===== src/inc/fad_defines.svh =====
// register offsets, field positions and reset values of the flash converter output block
`ifndef FAD_DEFINES_SVH
`define FAD_DEFINES_SVH

`define FAD_ADDR_W          8
`define FAD_OFS_CTRL        8'h00
`define FAD_OFS_STATUS      8'h04
`define FAD_OFS_INT_STAT    8'h08
`define FAD_OFS_INT_MASK    8'h0c

`define FAD_CTRL_RUN_BIT    0
`define FAD_CTRL_RESET      1'h1
`define FAD_INT_MASK_RESET  2'h0

`define FAD_INT_NEW_BIT     0
`define FAD_INT_OVR_BIT     1
`define FAD_INT_W           2

`define FAD_STAT_OVR_BIT    6
`define FAD_STAT_SMP_BIT    7
`define FAD_STAT_OE_BIT     8
`define FAD_STAT_OVR_OE_BIT 9

`define FAD_CODE_W          6
`define FAD_COMP_W          64

`endif


===== src/inc/fad_pkg.sv =====
// types shared by the flash converter output block
package fad_pkg;

    // one conversion result: overrange flag above the six result bits
    typedef struct packed {
        logic       ovr;
        logic [5:0] code;
    } fad_word_t;

    // register bus answer carried as one group
    typedef struct packed {
        logic        ready;
        logic        slverr;
        logic [31:0] rdata;
    } fad_apb_rsp_t;

endpackage : fad_pkg


===== src/hdl/fad_encoder.sv =====
// thermometer to binary encoder of the comparator bank
`timescale 1ns/1ps
`include "fad_defines.svh"

module fad_encoder (
    input  wire logic [63:0]       comp_i,
    output fad_pkg::fad_word_t     word_o
);
    import fad_pkg::*;

    logic [6:0] sum [0:63];

    // -------------------------------------------------
    // ones count of the 63 code comparators
    // -------------------------------------------------
    assign sum[0] = 7'h00;
    genvar i;
    generate
        for (i = 0; i < 63; i++) begin : g_cnt
            assign sum[i+1] = sum[i] + {6'h00, comp_i[i]};
        end
    endgenerate

    // -------------------------------------------------
    // output word
    // -------------------------------------------------
    // RL7 overrange comparator
    assign word_o.ovr  = comp_i[63];
    // RL4 binary weighting
    assign word_o.code = comp_i[63] ? 6'h3f : sum[63][5:0];

endmodule : fad_encoder


===== src/hdl/fad_top.sv =====
// flash converter digital output side: phase control, result pipeline, three-state control, apb registers
// What this block does
// RL1 - phase low: sample while converter clock low, balance while high.
// RL2 - bus drive enable low floats all result bits and overrange flag.
// RL3 - data bits enable low drives result bits; high floats them, flag stays.
// RL4 - result is six binary bits, bit 0 least significant, plus overrange.
// RL5 - result and flag are registered at the edge after encoding completes.
// RL6 - each sample's result appears one and a half clock cycles after sampling.
// RL7 - overrange set when the top sixty-fourth comparator trips.
// RL8 - outputs change only at the edge that begins the sample half cycle.
// RL9 - phase high swaps the halves: sample while clock high.
//
// Design decisions made here: the APB slave port and the register offsets.
`timescale 1ns/1ps
`include "fad_defines.svh"

module fad_top (
    input  wire logic        SYS_CLK_I,
    input  wire logic        RESET_I,
    input  wire logic        CONV_CLK_I,
    input  wire logic        PHASE_I,
    input  wire logic [63:0] COMPARATOR_I,
    input  wire logic        BUS_DRIVE_ENABLE_I,
    input  wire logic        DATA_BITS_ENABLE_N_I,
    input  wire logic        PSEL_I,
    input  wire logic        PENABLE_I,
    input  wire logic        PWRITE_I,
    input  wire logic [7:0]  PADDR_I,
    input  wire logic [31:0] PWDATA_I,
    output logic      [31:0] PRDATA_O,
    output logic             PREADY_O,
    output logic             PSLVERR_O,
    output logic      [5:0]  CONV_RESULT_O,
    output logic             CONV_RESULT_OE_O,
    output logic             OVERRANGE_FLAG_O,
    output logic             OVERRANGE_FLAG_OE_O,
    output logic             IRQ_O
);
    import fad_pkg::*;

    // -------------------------------------------------
    // declarations
    // -------------------------------------------------
    logic         clk_q, phase_q, sampling_q;
    logic         sampling, sample_start, balance_start;
    logic [63:0]  cap_q;
    fad_word_t    enc_word, stage1_q, stage2_q, out_q;
    logic         oe_q, ovr_oe_q;
    logic         run_q;
    logic [1:0]   int_stat_q, int_stat_d, int_mask_q, int_set;
    logic         irq_q;
    fad_apb_rsp_t rsp_q, rsp_d;
    logic         acc, wr_en;
    logic         hit_ctrl, hit_stat, hit_int, hit_mask, hit_any;
    logic [31:0]  rd_mux;

    // -------------------------------------------------
    // phase control
    // -------------------------------------------------
    // RL1 RL9 half cycle selection
    assign sampling      = ~(clk_q ^ phase_q);
    assign sample_start  = sampling & ~sampling_q;
    assign balance_start = ~sampling & sampling_q;

    always_ff @(posedge SYS_CLK_I) begin
        if (RESET_I) begin
            clk_q      <= 1'b0;
            phase_q    <= 1'b0;
            // idle pins read as sampling, so no false sample start after reset
            sampling_q <= 1'b1;
        end else begin
            clk_q      <= CONV_CLK_I;
            phase_q    <= PHASE_I;
            sampling_q <= sampling;
        end
    end

    // -------------------------------------------------
    // conversion pipeline
    // -------------------------------------------------
    fad_encoder u_enc (
        .comp_i (cap_q),
        .word_o (enc_word)
    );

    // RL6 capture, two encode stages, output: three half cycles
    always_ff @(posedge SYS_CLK_I) begin
        if (RESET_I) begin
            cap_q    <= 64'h0;
            stage1_q <= '0;
            stage2_q <= '0;
        end else begin
            if (balance_start && run_q)
                cap_q <= COMPARATOR_I;
            if (sample_start)
                stage1_q <= enc_word;
            if (balance_start)
                stage2_q <= stage1_q;
        end
    end

    // RL5 RL8 output flip-flops load at sample start only
    always_ff @(posedge SYS_CLK_I) begin
        if (RESET_I)
            out_q <= '0;
        else if (sample_start)
            out_q <= stage2_q;
    end

    // RL4 bit 0 is the least significant result bit
    assign CONV_RESULT_O    = out_q.code;
    assign OVERRANGE_FLAG_O = out_q.ovr;

    // -------------------------------------------------
    // three-state control
    // -------------------------------------------------
    // RL2 RL3 chip enable truth table
    always_ff @(posedge SYS_CLK_I) begin
        if (RESET_I) begin
            oe_q     <= 1'b0;
            ovr_oe_q <= 1'b0;
        end else begin
            oe_q     <= BUS_DRIVE_ENABLE_I & ~DATA_BITS_ENABLE_N_I;
            ovr_oe_q <= BUS_DRIVE_ENABLE_I;
        end
    end
    assign CONV_RESULT_OE_O    = oe_q;
    assign OVERRANGE_FLAG_OE_O = ovr_oe_q;

    // -------------------------------------------------
    // apb slave
    // -------------------------------------------------
    assign acc      = PSEL_I & PENABLE_I;
    assign wr_en    = acc & rsp_q.ready & PWRITE_I & ~rsp_q.slverr;
    assign hit_ctrl = PADDR_I == `FAD_OFS_CTRL;
    assign hit_stat = PADDR_I == `FAD_OFS_STATUS;
    assign hit_int  = PADDR_I == `FAD_OFS_INT_STAT;
    assign hit_mask = PADDR_I == `FAD_OFS_INT_MASK;
    assign hit_any  = hit_ctrl | hit_stat | hit_int | hit_mask;

    assign rd_mux = hit_ctrl ? {31'h0, run_q} :
                    hit_stat ? {22'h0, ovr_oe_q, oe_q, sampling, out_q} :
                    hit_int  ? {30'h0, int_stat_q} :
                    hit_mask ? {30'h0, int_mask_q} : 32'h0;

    // one wait state: answer in the second access cycle
    assign rsp_d.ready  = acc & ~rsp_q.ready;
    assign rsp_d.slverr = acc & ~rsp_q.ready & ~hit_any;
    assign rsp_d.rdata  = (acc & ~rsp_q.ready & ~PWRITE_I) ? rd_mux : 32'h0;

    always_ff @(posedge SYS_CLK_I) begin
        if (RESET_I)
            rsp_q <= '0;
        else
            rsp_q <= rsp_d;
    end
    assign PREADY_O  = rsp_q.ready;
    assign PSLVERR_O = rsp_q.slverr;
    assign PRDATA_O  = rsp_q.rdata;

    always_ff @(posedge SYS_CLK_I) begin
        if (RESET_I) begin
            run_q      <= `FAD_CTRL_RESET;
            int_mask_q <= `FAD_INT_MASK_RESET;
        end else begin
            if (wr_en && hit_ctrl)
                run_q <= PWDATA_I[`FAD_CTRL_RUN_BIT];
            if (wr_en && hit_mask)
                int_mask_q <= PWDATA_I[1:0];
        end
    end

    // -------------------------------------------------
    // interrupts
    // -------------------------------------------------
    assign int_set[`FAD_INT_NEW_BIT] = sample_start;
    assign int_set[`FAD_INT_OVR_BIT] = sample_start & stage2_q.ovr;
    // set wins over a write-one clear in the same cycle
    assign int_stat_d = int_set | (int_stat_q & ~((wr_en && hit_int) ? PWDATA_I[1:0] : 2'h0));

    always_ff @(posedge SYS_CLK_I) begin
        if (RESET_I) begin
            int_stat_q <= 2'h0;
            irq_q      <= 1'b0;
        end else begin
            int_stat_q <= int_stat_d;
            irq_q      <= |(int_stat_d & int_mask_q);
        end
    end
    assign IRQ_O = irq_q;

    // reference pipeline: the word each capture should give, one balance start after the capture
    fad_word_t ref_a_q, ref_b_q, ref_word;
    assign ref_word.ovr  = COMPARATOR_I[63];
    assign ref_word.code = COMPARATOR_I[63] ? 6'h3f : 6'($countones(COMPARATOR_I[62:0]));
    always_ff @(posedge SYS_CLK_I) begin
        if (RESET_I) begin
            ref_a_q <= '0;
            ref_b_q <= '0;
        end else if (balance_start) begin
            if (run_q)
                ref_a_q <= ref_word;
            ref_b_q <= ref_a_q;
        end
    end
endmodule : fad_top


===== config.mk =====
export PLATFORM = sky130hd
export DESIGN_NAME = fad_top
export DESIGN_NICKNAME = d
export VERILOG_FILES = /design/src/inc/fad_pkg.sv /design/src/hdl/fad_encoder.sv /design/src/hdl/fad_top.sv
export VERILOG_INCLUDE_DIRS = /design/src /design/src/inc
export SDC_FILE = /design/constraint.sdc
export NUM_CORES = 1
export LEC_CHECK = 0
export BUFFER_PORTS_ARGS = -buffer_cell sky130_fd_sc_hd__buf_2
export CORE_ASPECT_RATIO = 0.5
export CORE_MARGIN = 4
export CORE_UTILIZATION = 50
export CTS_CLUSTER_DIAMETER = 200
export CTS_CLUSTER_SIZE = 24
export DETAILED_ROUTE_END_ITERATION = 12
export PLACE_DENSITY = 0.77
export SYNTH_ARGS = -nofsm -noshare
export SYNTH_HDL_FRONTEND = slang
export SYNTH_SLANG_ARGS = --single-unit

===== constraint.sdc =====
create_clock -name SYS_CLK_I -period 15.3 [get_ports SYS_CLK_I]
set_input_delay 1.53 -clock SYS_CLK_I [delete_from_list [all_inputs] [get_ports SYS_CLK_I]]
set_output_delay 1.53 -clock SYS_CLK_I [all_outputs]
set_load 0.03 [all_outputs]

# After elaboration in Yosys (flattened, before gate mapping)

Index checks and enable logic that the tools add are counted.

Bits in registers: 130
Word-level logic and storage cells: 128

$add $sub $neg: 62
Eq/ne operators: 3
Muxes and demuxes: 6
Bitwise operators: 27
Reduce and logical (&&, ||, !) cells: 9

Operators by type and width:

| kind                                                 | number |
|---|---|
| adder 6 x 1 -> 6 bit                                 | 61 |
| equality test 8 x 4 -> 1 bit (second input constant) | 2 |
| AND 1 bit                                            | 11 |
| two-way mux 10 bit                                   | 1 |
| equality test 8 x 3 -> 1 bit (second input constant) | 1 |
| logical NOT 8 bit                                    | 1 |
| inverter 1 bit                                       | 8 |
| two-way mux 2 bit                                    | 3 |
| two-way mux 6 bit                                    | 1 |
| OR reduction 5 bit                                   | 1 |
| AND 2 bit                                            | 2 |
| logical AND 1 bit                                    | 4 |
| OR reduction 2 bit                                   | 2 |
| OR 1 bit                                             | 3 |
| OR reduction 3 bit                                   | 1 |
| adder 1 x 1 -> 2 bit                                 | 1 |
| inverter 2 bit                                       | 1 |
| OR 2 bit                                             | 1 |
| two-way mux 1 bit                                    | 1 |
| bitwise XOR 1 bit                                    | 1 |

# Depth between registers and ports, before layout

Gate-level depths: netlist (run 1).

Depth in word-level cells: 63
Depth in mapped cells: 20
Mapped depth without buffers: 20

# Hierarchy

A second synthesis (run 1) with hierarchy kept.

Cell total of the unflattened synthesis: 705
Area, all modules: 6308.6 um2

By module, submodules not included:

| module      | times used | cells an instance | area each (um2) |
|---|---|---|---|
| fad_top     | 1          | 514               | 4566.9 |
| fad_encoder | 1          | 191               | 1741.7 |

# Least setup slack after synthesis (run 1)

Ideal clock, no wire load.

Path type: flip-flop to flip-flop
Start point: reg cap_q[37]
End point: reg stage1_q[4] in the netlist's numbering
Arrival: 5699 ps
Slack: 9524 ps
Cell stages (with the launch flop): 21
Buffers on the path: 0
Clock period less this slack: 5776 ps
Cell sequence: dfxtp_1 inv_1 fa_1 inv_1 fa_1 fa_1 inv_1 fa_1 inv_1 fa_1 fa_1 fa_1 inv_1 fa_1 inv_1 fa_1 a21o_1 a21oi_1 xnor2_1 nor3_1 nor3_1

Cells in the longest elaborated chain, start to end: 27

Ends and longest elaborated chain:

| element                            | RTL line          | text |
|---|---|---|
| start, declared                    | fad_top.sv:46     | `logic [63:0] cap_q;` |
| start signal, assigned             | fad_top.sv:89     | `cap_q <= 64'h0;` |
| start signal, assigned             | fad_top.sv:94     | `cap_q <= COMPARATOR_I;` |
| adder 6 x 1 -> 6 bit (26 in a row) | fad_encoder.sv:20 | `assign sum[i+1] = sum[i] + {6'h00, comp_i[i]};` |
| two-way mux 6 bit                  | fad_encoder.sv:30 | `assign word_o.code = comp_i[63] ? 6'h3f : sum[63][5:0];` |
| end signal, assigned               | fad_top.sv:96     | `stage1_q <= enc_word;` |
| end, declared                      | fad_top.sv:47     | `fad_word_t enc_word, stage1_q, stage2_q, out_q;` |

Every way passes these cells.
A chain may end at the register's enable or synchronous reset.

# Worst setup path after layout (run 1)

Start point: reg cap_q[37]
End point: reg stage1_q[5] in the netlist's numbering

The elaborated chain is that of the path after synthesis.

==> metrics.cfg, run 1 <==
[die]
die_x_um = 157.4
die_y_um = 82.71
start_util_pct = 52.96
die_area_mm2 = 0.01302
io_pins = 157
core-area_mm2 = 0.01054
rows = 26

[timing]
setup_viol_count_final = 0
fin_crit_sh_pct = 39.81
finalSetupTns_ps = 0
rsz0062_at_grt = no
hold_viol_final = 0
tightestPinTransition_ps = 1077
fmaxAchievable_mhz = 164.2
fin_skew_ps = 5.876
max_slew_margin_pct = 28.18
layout_setup_ws_ps = 9210
slew_violations = 0
fin_crit_ps = 6090

[synth]
seq_area_frac_synth_pct = 38.74
ys_top_cells_by_area = dfxtp_1, fa_1, nand2_1
avgSynthCellArea_um2 = 8.681
synth_cells = 643
synth_area_mm2 = 0.005582
synth.ff_latch_count = 108
yosysTopAreaCellShare_pct = 38.74
yosys.area.top_type = dfxtp_1
synth_warnings = 0
synth_cell_type_count = 36

[grt]
grt_pass1_vias = 3938
globalRouteOverflowTotal = 0
grt_pass1_wl_mm = 18.01
antenna_found_initial = 0
grt_start_max_net_pins = 96
track_usage_pct = 17.70

[routing]
wirelength_mm = 11.06
drtPass1Iterations = 4
antenna_left = 0
remaining_drc_errors = 0
wl_per_cell_um = 12.63
dr_total_vias = 4154
via_per_inst = 4.742
first_iter_violations = 128

[cts]
post_cts_buffers = 0
clockBufferDepth = 2
cts_resized = 0
clkTransAtPathRegs_ps = 70
clock_sinks = 108
cts_buffers = 9
postCtsHoldBufs = 0
clk_latency_ps = 350
cts_max_level = 3
cts-root-buf = clkbuf_16
cts_tree = done

[placement]
placement.io_buffers = 104
preCtsSetupSlack_ps = 9219
place.gp.congestion = 0.7875
dpl_cell_area_mm2 = 0.006101
dp_cells = 860
dp_hpwl_mm = 8.337

[final_layout]
final_common_cell = nand2_1
area_delta_synth_final_pct = 14.82
final_cell_mix = nand2_1, dfxtp_1, buf_2
n_fill_cell = 921
multi_input_area_mm2 = 0.002845
finalNetCount = 911
drive_above_1_share_pct = 17.93
n_antenna_cell = 0
regArea_mm2 = 0.002162
final_cell_area_mm2 = 0.006409
instances_no_fill = 876

[critical_path]
cp_max_fo = 2
worstSetupPathType = register to register
cp-start-kind = register
arrival_ps = 6280
reg2reg_depth = 20
crit_start = cap_q[37]
reg2reg_from = cap_q[37]
r2r_setup_slack_ps = 9210
end_kind = register
reg2reg_to = stage1_q[5]
cp.required_ps = 15490
endpoint = stage1_q[5]

[worst_hold_path]
hp-class = register to register

[pwr]
vdd_drop_max_uv = 112.0
p_leak_nw = 2.937
finalPower_mw = 1.119
powerDensity_mw_per_mm2 = 174.7

[job]
drv_cap = 0

[outcome]
status = completed

==> cells by family after synthesis <==
| logic type | after synthesis | share of synthesized area (%) |
|---|---|---|
| AOI/OAI and AO/OA | 98 | 9.437 |
| DFF | 108 | 38.74 |
| muxes | 4 | 0.9639 |
| adders and majority gates | 67 | 22.15 |
| other | 1 | 0.06718 |
| xor gates and xnor gates | 5 | 0.7845 |
| buffers and inverters | 151 | 11.81 |
| and+or+nand+nor | 209 | 16.05 |
==> state kept, by name, indices dropped and copies added, names as in the netlist, 2 cells and up <==
signal         flops
int_mask_q         2
PRDATA_O          10
cap_q             64
CONV_RESULT_O      6
int_stat_q         2
stage2_q           7
stage1_q           7
==> critical path, cell delays in order, from the launching register on <==
cell and delay, ps:
dfxtp_1 340, inv_1 60, fa_1 520, inv_1 50
fa_1 420, fa_1 550, inv_1 60, fa_1 520
inv_1 60, fa_1 530, fa_1 440, fa_1 540
inv_1 50, fa_1 520, inv_1 70, ha_1 310
a211oi_1 270, o21bai_1 120, a21oi_1 180, xor2_1 210
a211oi_1 90
==> synth_stat cells (all sizes together) <==
master,count
mux4,1
and2,7
buf,30
and4b,1
xnor2,1
mux2i,2
a21boi,1
and3,1
a21oi,86
a22o,1
conb,1
a211oi,3
nor4,1
fa,53
nand2,156
nor3b,1
mux2,1
o21ai,2
nor2,13
clkbuf,21
nand4,1
a21o,2
nor3,10
nand2b,2
or2,1
nand3,8
dfxtp,108
nand4b,1
o21bai,1
inv,100
xor2,4
nor2b,6
o41ai,2
ha,14
==> worst min path at each step <==
stage | from | endpoint | slack, ps | cells past startpoint
finish | cap_q[18] | cap_q[18] | 460 | 2
global placement | CONV_RESULT_OE_O | PRDATA_O[8] | 440 | 1
floorplan | stage2_q[0] | CONV_RESULT_O[0] | 430 | 2
CTS | stage2_q[1] | CONV_RESULT_O[1] | 450 | 2
global route | cap_q[11] | cap_q[11] | 470 | 2
detailed placement | CONV_RESULT_OE_O | PRDATA_O[8] | 440 | 1
==> report_power, final <==
part	switching [mW]	internal [mW]
clock	0.105	0.133
sequential	0.0108	0.299
combinational	0.332	0.240
==> cell type report <==
class | instances | area share [%]
flip-flops and latches | 108 | 33.74
clock inverters | 6 | 1.074
well taps | 140 | 2.733
multi-input cells | 405 | 44.40
inverters | 100 | 5.857
repair buffers | 107 | 8.473
clock buffers | 10 | 3.729
==> per-layer routing <==
metal	wire length, µm	track usage, %	share of wire (%)	vias up
met3	663	4.373	6.0	14
met1	5268	23.08	48	1939
li1	-	-	-	2101
met4	173	6.695	1.6	0
met5	0	0	0	-
met2	4954	28.94	45	100
==> through the flow <==
stage	utilization, %	hold WS, ps
after detailed placement	57.88	442.0
after global routing	60.80	472.4
after CTS	60.80	454.1
after global placement	57.88	436.4
final	60.80	455.0
after floorplan	-	432.1
No activity file was read; power rests on OpenSTA's default activity.
==> run 2: changes to the inputs <==
Clock period 15.3 ns to 5.87 ns, I/O delays scaled along.
==> metrics.cfg, run 2 (same netlist as run 1, synthesis figures left out) <==
[routing]
wl_per_cell_um = 12.63  ; about the same
remaining_drc_errors = 0  ; unchanged
antenna_left = 0  ; unchanged
wirelength_mm = 11.12  ; was 11.06 mm
dr_total_vias = 4117  ; was 4154
via_per_inst = 4.678  ; was 4.742
first_iter_violations = 165  ; was 128
drtPass1Iterations = 4  ; unchanged

[die]
io_pins = 157  ; unchanged
die_y_um = 82.71  ; unchanged
start_util_pct = 52.96  ; unchanged
rows = 26  ; unchanged
die_x_um = 157.4  ; unchanged
die_area_mm2 = 0.01302  ; unchanged
core-area_mm2 = 0.01054  ; unchanged

[final_layout]
area_delta_synth_final_pct = 17.04  ; was 14.82%
finalNetCount = 915  ; was 911
final_common_cell = nand2_1  ; unchanged
drive_above_1_share_pct = 20.41  ; was 17.93%
regMostFlops = cap_q  ; unchanged
n_antenna_cell = 0  ; unchanged
largest_reg_flops = 64  ; unchanged
final_cell_mix = nand2_1, dfxtp_1, buf_2  ; unchanged
final_core_util_pct = 61.98  ; was 60.80%

[critical_path]
reg2reg_to = stage1_q[4]  ; was stage1_q[5]
cp_max_fo = 2  ; unchanged
reg2reg_from = cap_q[41]  ; was cap_q[37]
worst-path-buf-inv = 4  ; was 6
critical-path-slowest-cell = fa_1  ; unchanged
cp-start-kind = register  ; unchanged
end_kind = register  ; unchanged
arrival_ps = 6140  ; was 6280 ps
path_delay_family = adder cells  ; unchanged
critical_path.cell_chain = inv_2 > fa_1 > inv_2 > fa_2 > inv_2 > fa_1 > fa_1 > fa_1 > fa_1 > fa_1 > fa_1 > inv_2 > ha_4 > fa_2 > a21o_1 > a21oi_2 > xnor2_1 > nor3_1 > nor3_1  ; was inv_1 > fa_1 > inv_1 > fa_1 > fa_1 > inv_1 > fa_1 > inv_1 > fa_1 > fa_1 > fa_1 > inv_1 > fa_1 > inv_1 > ha_1 > a211oi_1 > o21bai_1 > a21oi_1 > xor2_1 > a211oi_1
cp.required_ps = 6070  ; was 15490 ps
cp_slowest_stage_delay_ps = 560  ; was 550 ps
r2r_setup_slack_ps = -70  ; was 9210 ps
path_common_cell = fa_1  ; unchanged
reg2reg_depth = 19  ; was 20
worstSetupPathType = register to register  ; unchanged

[pwr]
finalPower_mw = 3.269  ; was 1.119 mW
powerDensity_mw_per_mm2 = 500.3  ; was 174.7 mW/mm²
p_leak_nw = 2.967  ; was 2.937 nW
vdd_drop_max_uv = 496.3  ; was 112.0 µV

[grt]
antenna_found_initial = 0  ; unchanged
grt_pass1_vias = 4032  ; was 3938
grt_start_max_net_pins = 96  ; unchanged
globalRouteOverflowTotal = 0  ; unchanged
track_usage_pct = 17.60  ; was 17.70%
grt_pass1_wl_mm = 18.22  ; was 18.01 mm

[cts]
clkTransAtPathRegs_ps = 70  ; about the same
cts_tree = done  ; unchanged
cts_buffers = 9  ; unchanged
clockBufferDepth = 2  ; unchanged
cts-root-buf = clkbuf_16  ; unchanged
postCtsHoldBufs = 0  ; unchanged
clk_latency_ps = 350  ; about the same
clock_sinks = 108  ; unchanged
cts_max_level = 3  ; unchanged

[timing]
layout_setup_ws_ps = -71.75  ; was 9210 ps
hold_slack_ps = 379.2  ; was 455.0 ps
fin_skew_ps = 9.690  ; was 5.876 ps
fin_crit_sh_pct = 101.2  ; was 39.81%
fin_crit_ps = 5942  ; was 6090 ps
slew_violations = 0  ; unchanged
max_slew_margin_pct = 29.76  ; was 28.18%
rsz0062_at_grt = yes  ; was no
fmaxAchievable_mhz = 168.3  ; was 164.2 MHz
hold_viol_final = 0  ; unchanged
setup_viol_count_final = 2  ; was 0
tightestPinTransition_ps = 1054  ; was 1077 ps

[job]
drv_cap = 0  ; unchanged

[worst_hold_path]
holdPathStages = 2  ; unchanged
whs_endpoint = CONV_RESULT_OE_O  ; was cap_q[18]
hp-class = input port to register  ; was register to register
worstHoldStart = DATA_BITS_ENABLE_N_I  ; was cap_q[18]

[placement]
placement.io_buffers = 104  ; unchanged
dp_hpwl_mm = 8.246  ; was 8.337 mm
place.gp.congestion = 0.8062  ; was 0.7875

[outcome]
status = complete, but fails checks  ; was completed
violations = setup timing

-- run 2: cell count changes in the layout (fill, tap and decap cells not counted), sizes merged --
cell      delta
buf          +4
inv          -1
clkinv       -1
clkbuf       -1
clkinvlp     +1
bufinv       +2
-- run 2: metrics by stage --
step	cell area, µm²	setup WS, ps	cells	TNS [ps]
final	6533	-71.75	880	-107.6
after global routing	6533	-350.4	880	-773.1
after CTS	6477	-1.662	878	-1.662
after detailed placement	6116	-157.7	862	-297.2
after global placement	6116	-60.52	862	-103.0
after floorplan	5660	93.65	664	0
-- run 2: timing repair --
action                     4_1_cts  5_1_grt
resized for setup                4       13
pin swaps                        4       18
setup endpoints to repair        3        4
setup buffers                    0        3
cloned                           0        0
-- run 2: worst max-delay path by stage --
| stage | depth (start not counted) | end | start | slack (ps) |
|---|---|---|---|---|
| 6_report | 19 | stage1_q[4] | cap_q[41] | -70 |
| 5_1_grt | 19 | stage1_q[4] | cap_q[41] | -350 |
| 4_1_cts | 20 | stage1_q[4] | cap_q[37] | -2 |
| 3_5_place_dp | 20 | stage1_q[4] | cap_q[37] | -160 |
| 3_3_place_gp | 20 | stage1_q[5] | cap_q[37] | -60 |
| 2_1_floorplan | 20 | stage1_q[4] | cap_q[37] | 90 |
-- run 2: power by group --
group          total [mW]  switching [mW]  internal [mW]
Clock               0.696           0.276          0.420
Sequential          0.807          0.0287          0.779
Combinational        1.77           0.985          0.780
-- run 2: per-layer routing --
| layer | track usage [%] | vias up | wire, µm |
|---|---|---|---|
| li1 | - | 2105 | - |
| met1 | 23.51 | 1892 | 5277 |
| met2 | 28.51 | 105 | 4984 |
| met3 | 3.800 | 15 | 678 |
| met4 | 6.695 | 0 | 174 |
| met5 | 0 | - | 0 |
-- run 2: cell type report --
cell class                 instances  area [µm²]
multi-input combinational        405        2892
timing repair buffer             111       576.8
clock inverter                     7       122.6
fill                             931        4008
clock buffer                       9       225.2
inverter                         100       375.4
tap                              140       175.2
sequential                       108        2166
==> run 3: changes to the inputs <==
Settings changed: BUFFER_PORTS_ARGS -buffer_cell sky130_fd_sc_hd__buf_2 to -buffer_cell sky130_fd_sc_hd__buf_4.
==> metrics.cfg, run 3 (same netlist as run 1, synthesis figures left out) <==
[worst_hold_path]
hp-class = input port to register  ; unchanged

[die]
start_util_pct = 52.96  ; unchanged
die_y_um = 82.71  ; unchanged
core-area_mm2 = 0.01054  ; unchanged
io_pins = 157  ; unchanged
die_x_um = 157.4  ; unchanged
die_area_mm2 = 0.01302  ; unchanged
rows = 26  ; unchanged

[critical_path]
arrival_ps = 5980  ; was 6140 ps
worst-path-buf-inv = 4  ; unchanged
critical-path-slowest-cell = fa_1  ; unchanged
cp_max_fo = 2  ; unchanged
critical_path.cell_chain = inv_2 > fa_1 > inv_1 > fa_2 > inv_2 > fa_1 > fa_2 > fa_1 > fa_1 > fa_1 > fa_1 > inv_2 > ha_4 > fa_2 > a21o_1 > a21oi_2 > xnor2_2 > nor3_2 > nor3_1  ; was inv_2 > fa_1 > inv_2 > fa_2 > inv_2 > fa_1 > fa_1 > fa_1 > fa_1 > fa_1 > fa_1 > inv_2 > ha_4 > fa_2 > a21o_1 > a21oi_2 > xnor2_1 > nor3_1 > nor3_1
cp_slowest_stage_delay_ps = 550  ; was 560 ps
path_delay_family = adder cells  ; unchanged
cp.required_ps = 6070  ; about the same
cp-start-kind = register  ; unchanged
worstSetupPathType = register to register  ; unchanged
path_common_cell = fa_1  ; unchanged
end_kind = register  ; unchanged

[timing]
hold_viol_final = 0  ; unchanged
rsz0062_at_grt = yes  ; unchanged
setup_viol_count_final = 0  ; was 2
hold_slack_ps = 378.1  ; was 379.2 ps
fin_skew_ps = 7.698  ; was 9.690 ps
max_slew_margin_pct = 25.87  ; was 29.76%
finalSetupTns_ps = 0  ; was -107.6 ps
fin_crit_ps = 5780  ; was 5942 ps
fin_crit_sh_pct = 98.47  ; was 101.2%
slew_violations = 0  ; unchanged
fmaxAchievable_mhz = 173.0  ; was 168.3 MHz
tightestPinTransition_ps = 1112  ; was 1054 ps

[placement]
dp_hpwl_mm = 8.545  ; was 8.246 mm
placement.io_buffers = 104  ; unchanged
dpl_cell_area_mm2 = 0.006369  ; was 0.006116 mm²
place.gp.congestion = 0.8056  ; was 0.8062

[final_layout]
finalNetCount = 912  ; was 915
n_antenna_cell = 0  ; unchanged
final_common_cell = nand2_1  ; unchanged
regMostFlops = cap_q  ; unchanged
final_cell_mix = nand2_1, buf_4, dfxtp_1  ; was nand2_1, dfxtp_1, buf_2
drive_above_1_share_pct = 20.76  ; was 20.41%
final_cell_area_mm2 = 0.006741  ; was 0.006533 mm²
area_delta_synth_final_pct = 20.78  ; was 17.04%
n_fill_cell = 913  ; was 931
largest_reg_flops = 64  ; unchanged

[grt]
antenna_found_initial = 0  ; unchanged
globalRouteOverflowTotal = 0  ; unchanged
track_usage_pct = 18.67  ; was 17.60%
grt_pass1_wl_mm = 19.18  ; was 18.22 mm
grt_pass1_vias = 4232  ; was 4032
grt_start_max_net_pins = 96  ; unchanged

[routing]
wirelength_mm = 11.38  ; was 11.12 mm
wl_per_cell_um = 12.98  ; was 12.63 µm
dr_total_vias = 4190  ; was 4117
via_per_inst = 4.778  ; was 4.678
antenna_left = 0  ; unchanged
first_iter_violations = 175  ; was 165
remaining_drc_errors = 0  ; unchanged
drtPass1Iterations = 4  ; unchanged

[cts]
cts_buffers = 9  ; unchanged
clock_sinks = 108  ; unchanged
cts_tree = done  ; unchanged
cts-root-buf = clkbuf_16  ; unchanged
clk_latency_ps = 350  ; about the same
cts_max_level = 3  ; unchanged
postCtsHoldBufs = 0  ; unchanged
post_cts_buffers = 0  ; unchanged
clockBufferDepth = 2  ; unchanged
clkTransAtPathRegs_ps = 80  ; was 70 ps

[pwr]
vdd_drop_max_uv = 479.8  ; was 496.3 µV
p_leak_nw = 3.013  ; was 2.967 nW
seqPwrFrac_pct = 25.3  ; was 24.7%
finalPower_mw = 3.197  ; was 3.269 mW
powerDensity_mw_per_mm2 = 474.3  ; was 500.3 mW/mm²
switching_share_pct = 41.37  ; was 39.46%
clkPwrFrac_pct = 19.1  ; was 21.3%
power.share.combinational_pct = 55.7  ; was 54.0%
p_switching_mw = 1.323  ; was 1.290 mW
p_int_mw = 1.875  ; was 1.979 mW

[outcome]
status = completed  ; was complete, but fails checks

[job]
drv_cap = 0  ; unchanged

## run 3: changes by cell type in the layout (fill, tap and decap cells not counted), moves of 3 or more
cell	before	now
buf_2	104	0
buf_4	6	108
bufinv_16	3	0
fa_1	51	47
fa_2	2	6
## run 3: cell type report
| class | instances | area [µm²] | area share (%) |
|---|---|---|---|
| Timing Repair Buffer | 108 | 810.8 | 12.03 |
| Inverter | 100 | 375.4 | 5.568 |
| Clock inverter | 7 | 81.33 | 1.206 |
| Sequential cell | 108 | 2167 | 32.15 |
| Tap cell | 140 | 175.2 | 2.598 |
| Clock buffer | 9 | 225.2 | 3.341 |
| Multi-Input combinational cell | 405 | 2907 | 43.11 |
## run 3: repair_timing
| item | 4_1_cts | 5_1_grt |
|---|---|---|
| setup endpoints to repair | 2 | 4 |
| pin swaps | 12 | 18 |
| endpoints found under the hold margin | 0 | 0 |
| gates resized for setup | 7 | 15 |
## run 3: worst register-to-register path: cells and delay by family (launching register included)
family          cells  cell delay, ps
compound gates      2             340
simple gates        2             170
flops               1             340
buf+inv             4             180
fa+ha+maj          10            4520
xor+xnor            1              80
## run 3: metrics by stage
| step | worst slack (ps) | utilization (%) | cells |
|---|---|---|---|
| 2_1_floorplan | 93.65 | - | 664 |
| 3_3_place_gp | -59.98 | 60.42 | 861 |
| 3_5_place_dp | -151.7 | 60.42 | 861 |
| 4_1_cts | 2.272 | 63.52 | 877 |
| 5_1_grt | -129.5 | 63.96 | 877 |
| 6_report | 90.06 | 63.96 | 877 |
## run 3: power groups by stage
stage | sequential, mW | clock [mW] | combinational (mW)
after global routing | 0.814 | 0.656 | 2.03
after global placement | 0.822 | 0 | 1.48
after floorplan | 0.819 | 0 | 1.22
after CTS | 0.807 | 0.621 | 1.61
final | 0.808 | 0.609 | 1.78
after detailed placement | 0.824 | 0 | 1.54
## run 3: worst paths after layout
check	depth (start not counted)	endpoint	slack [ps]	from
worst max-delay path	19	stage1_q[4]	90	cap_q[53]
worst min-delay path	2	CONV_RESULT_OE_O	380	DATA_BITS_ENABLE_N_I
worst max register to register	19	stage1_q[4]	90	cap_q[53]
worst min register to register	2	cap_q[37]	460	cap_q[37]
## run 3: routing by layer
metal | vias up | track usage (%) | share of wire [%]
li1 | 2108 | - | -
met3 | 15 | 5.102 | 6.2
met4 | 0 | 5.751 | 1.5
met1 | 1960 | 24.26 | 46
met2 | 107 | 30.94 | 46
met5 | - | 0 | 0
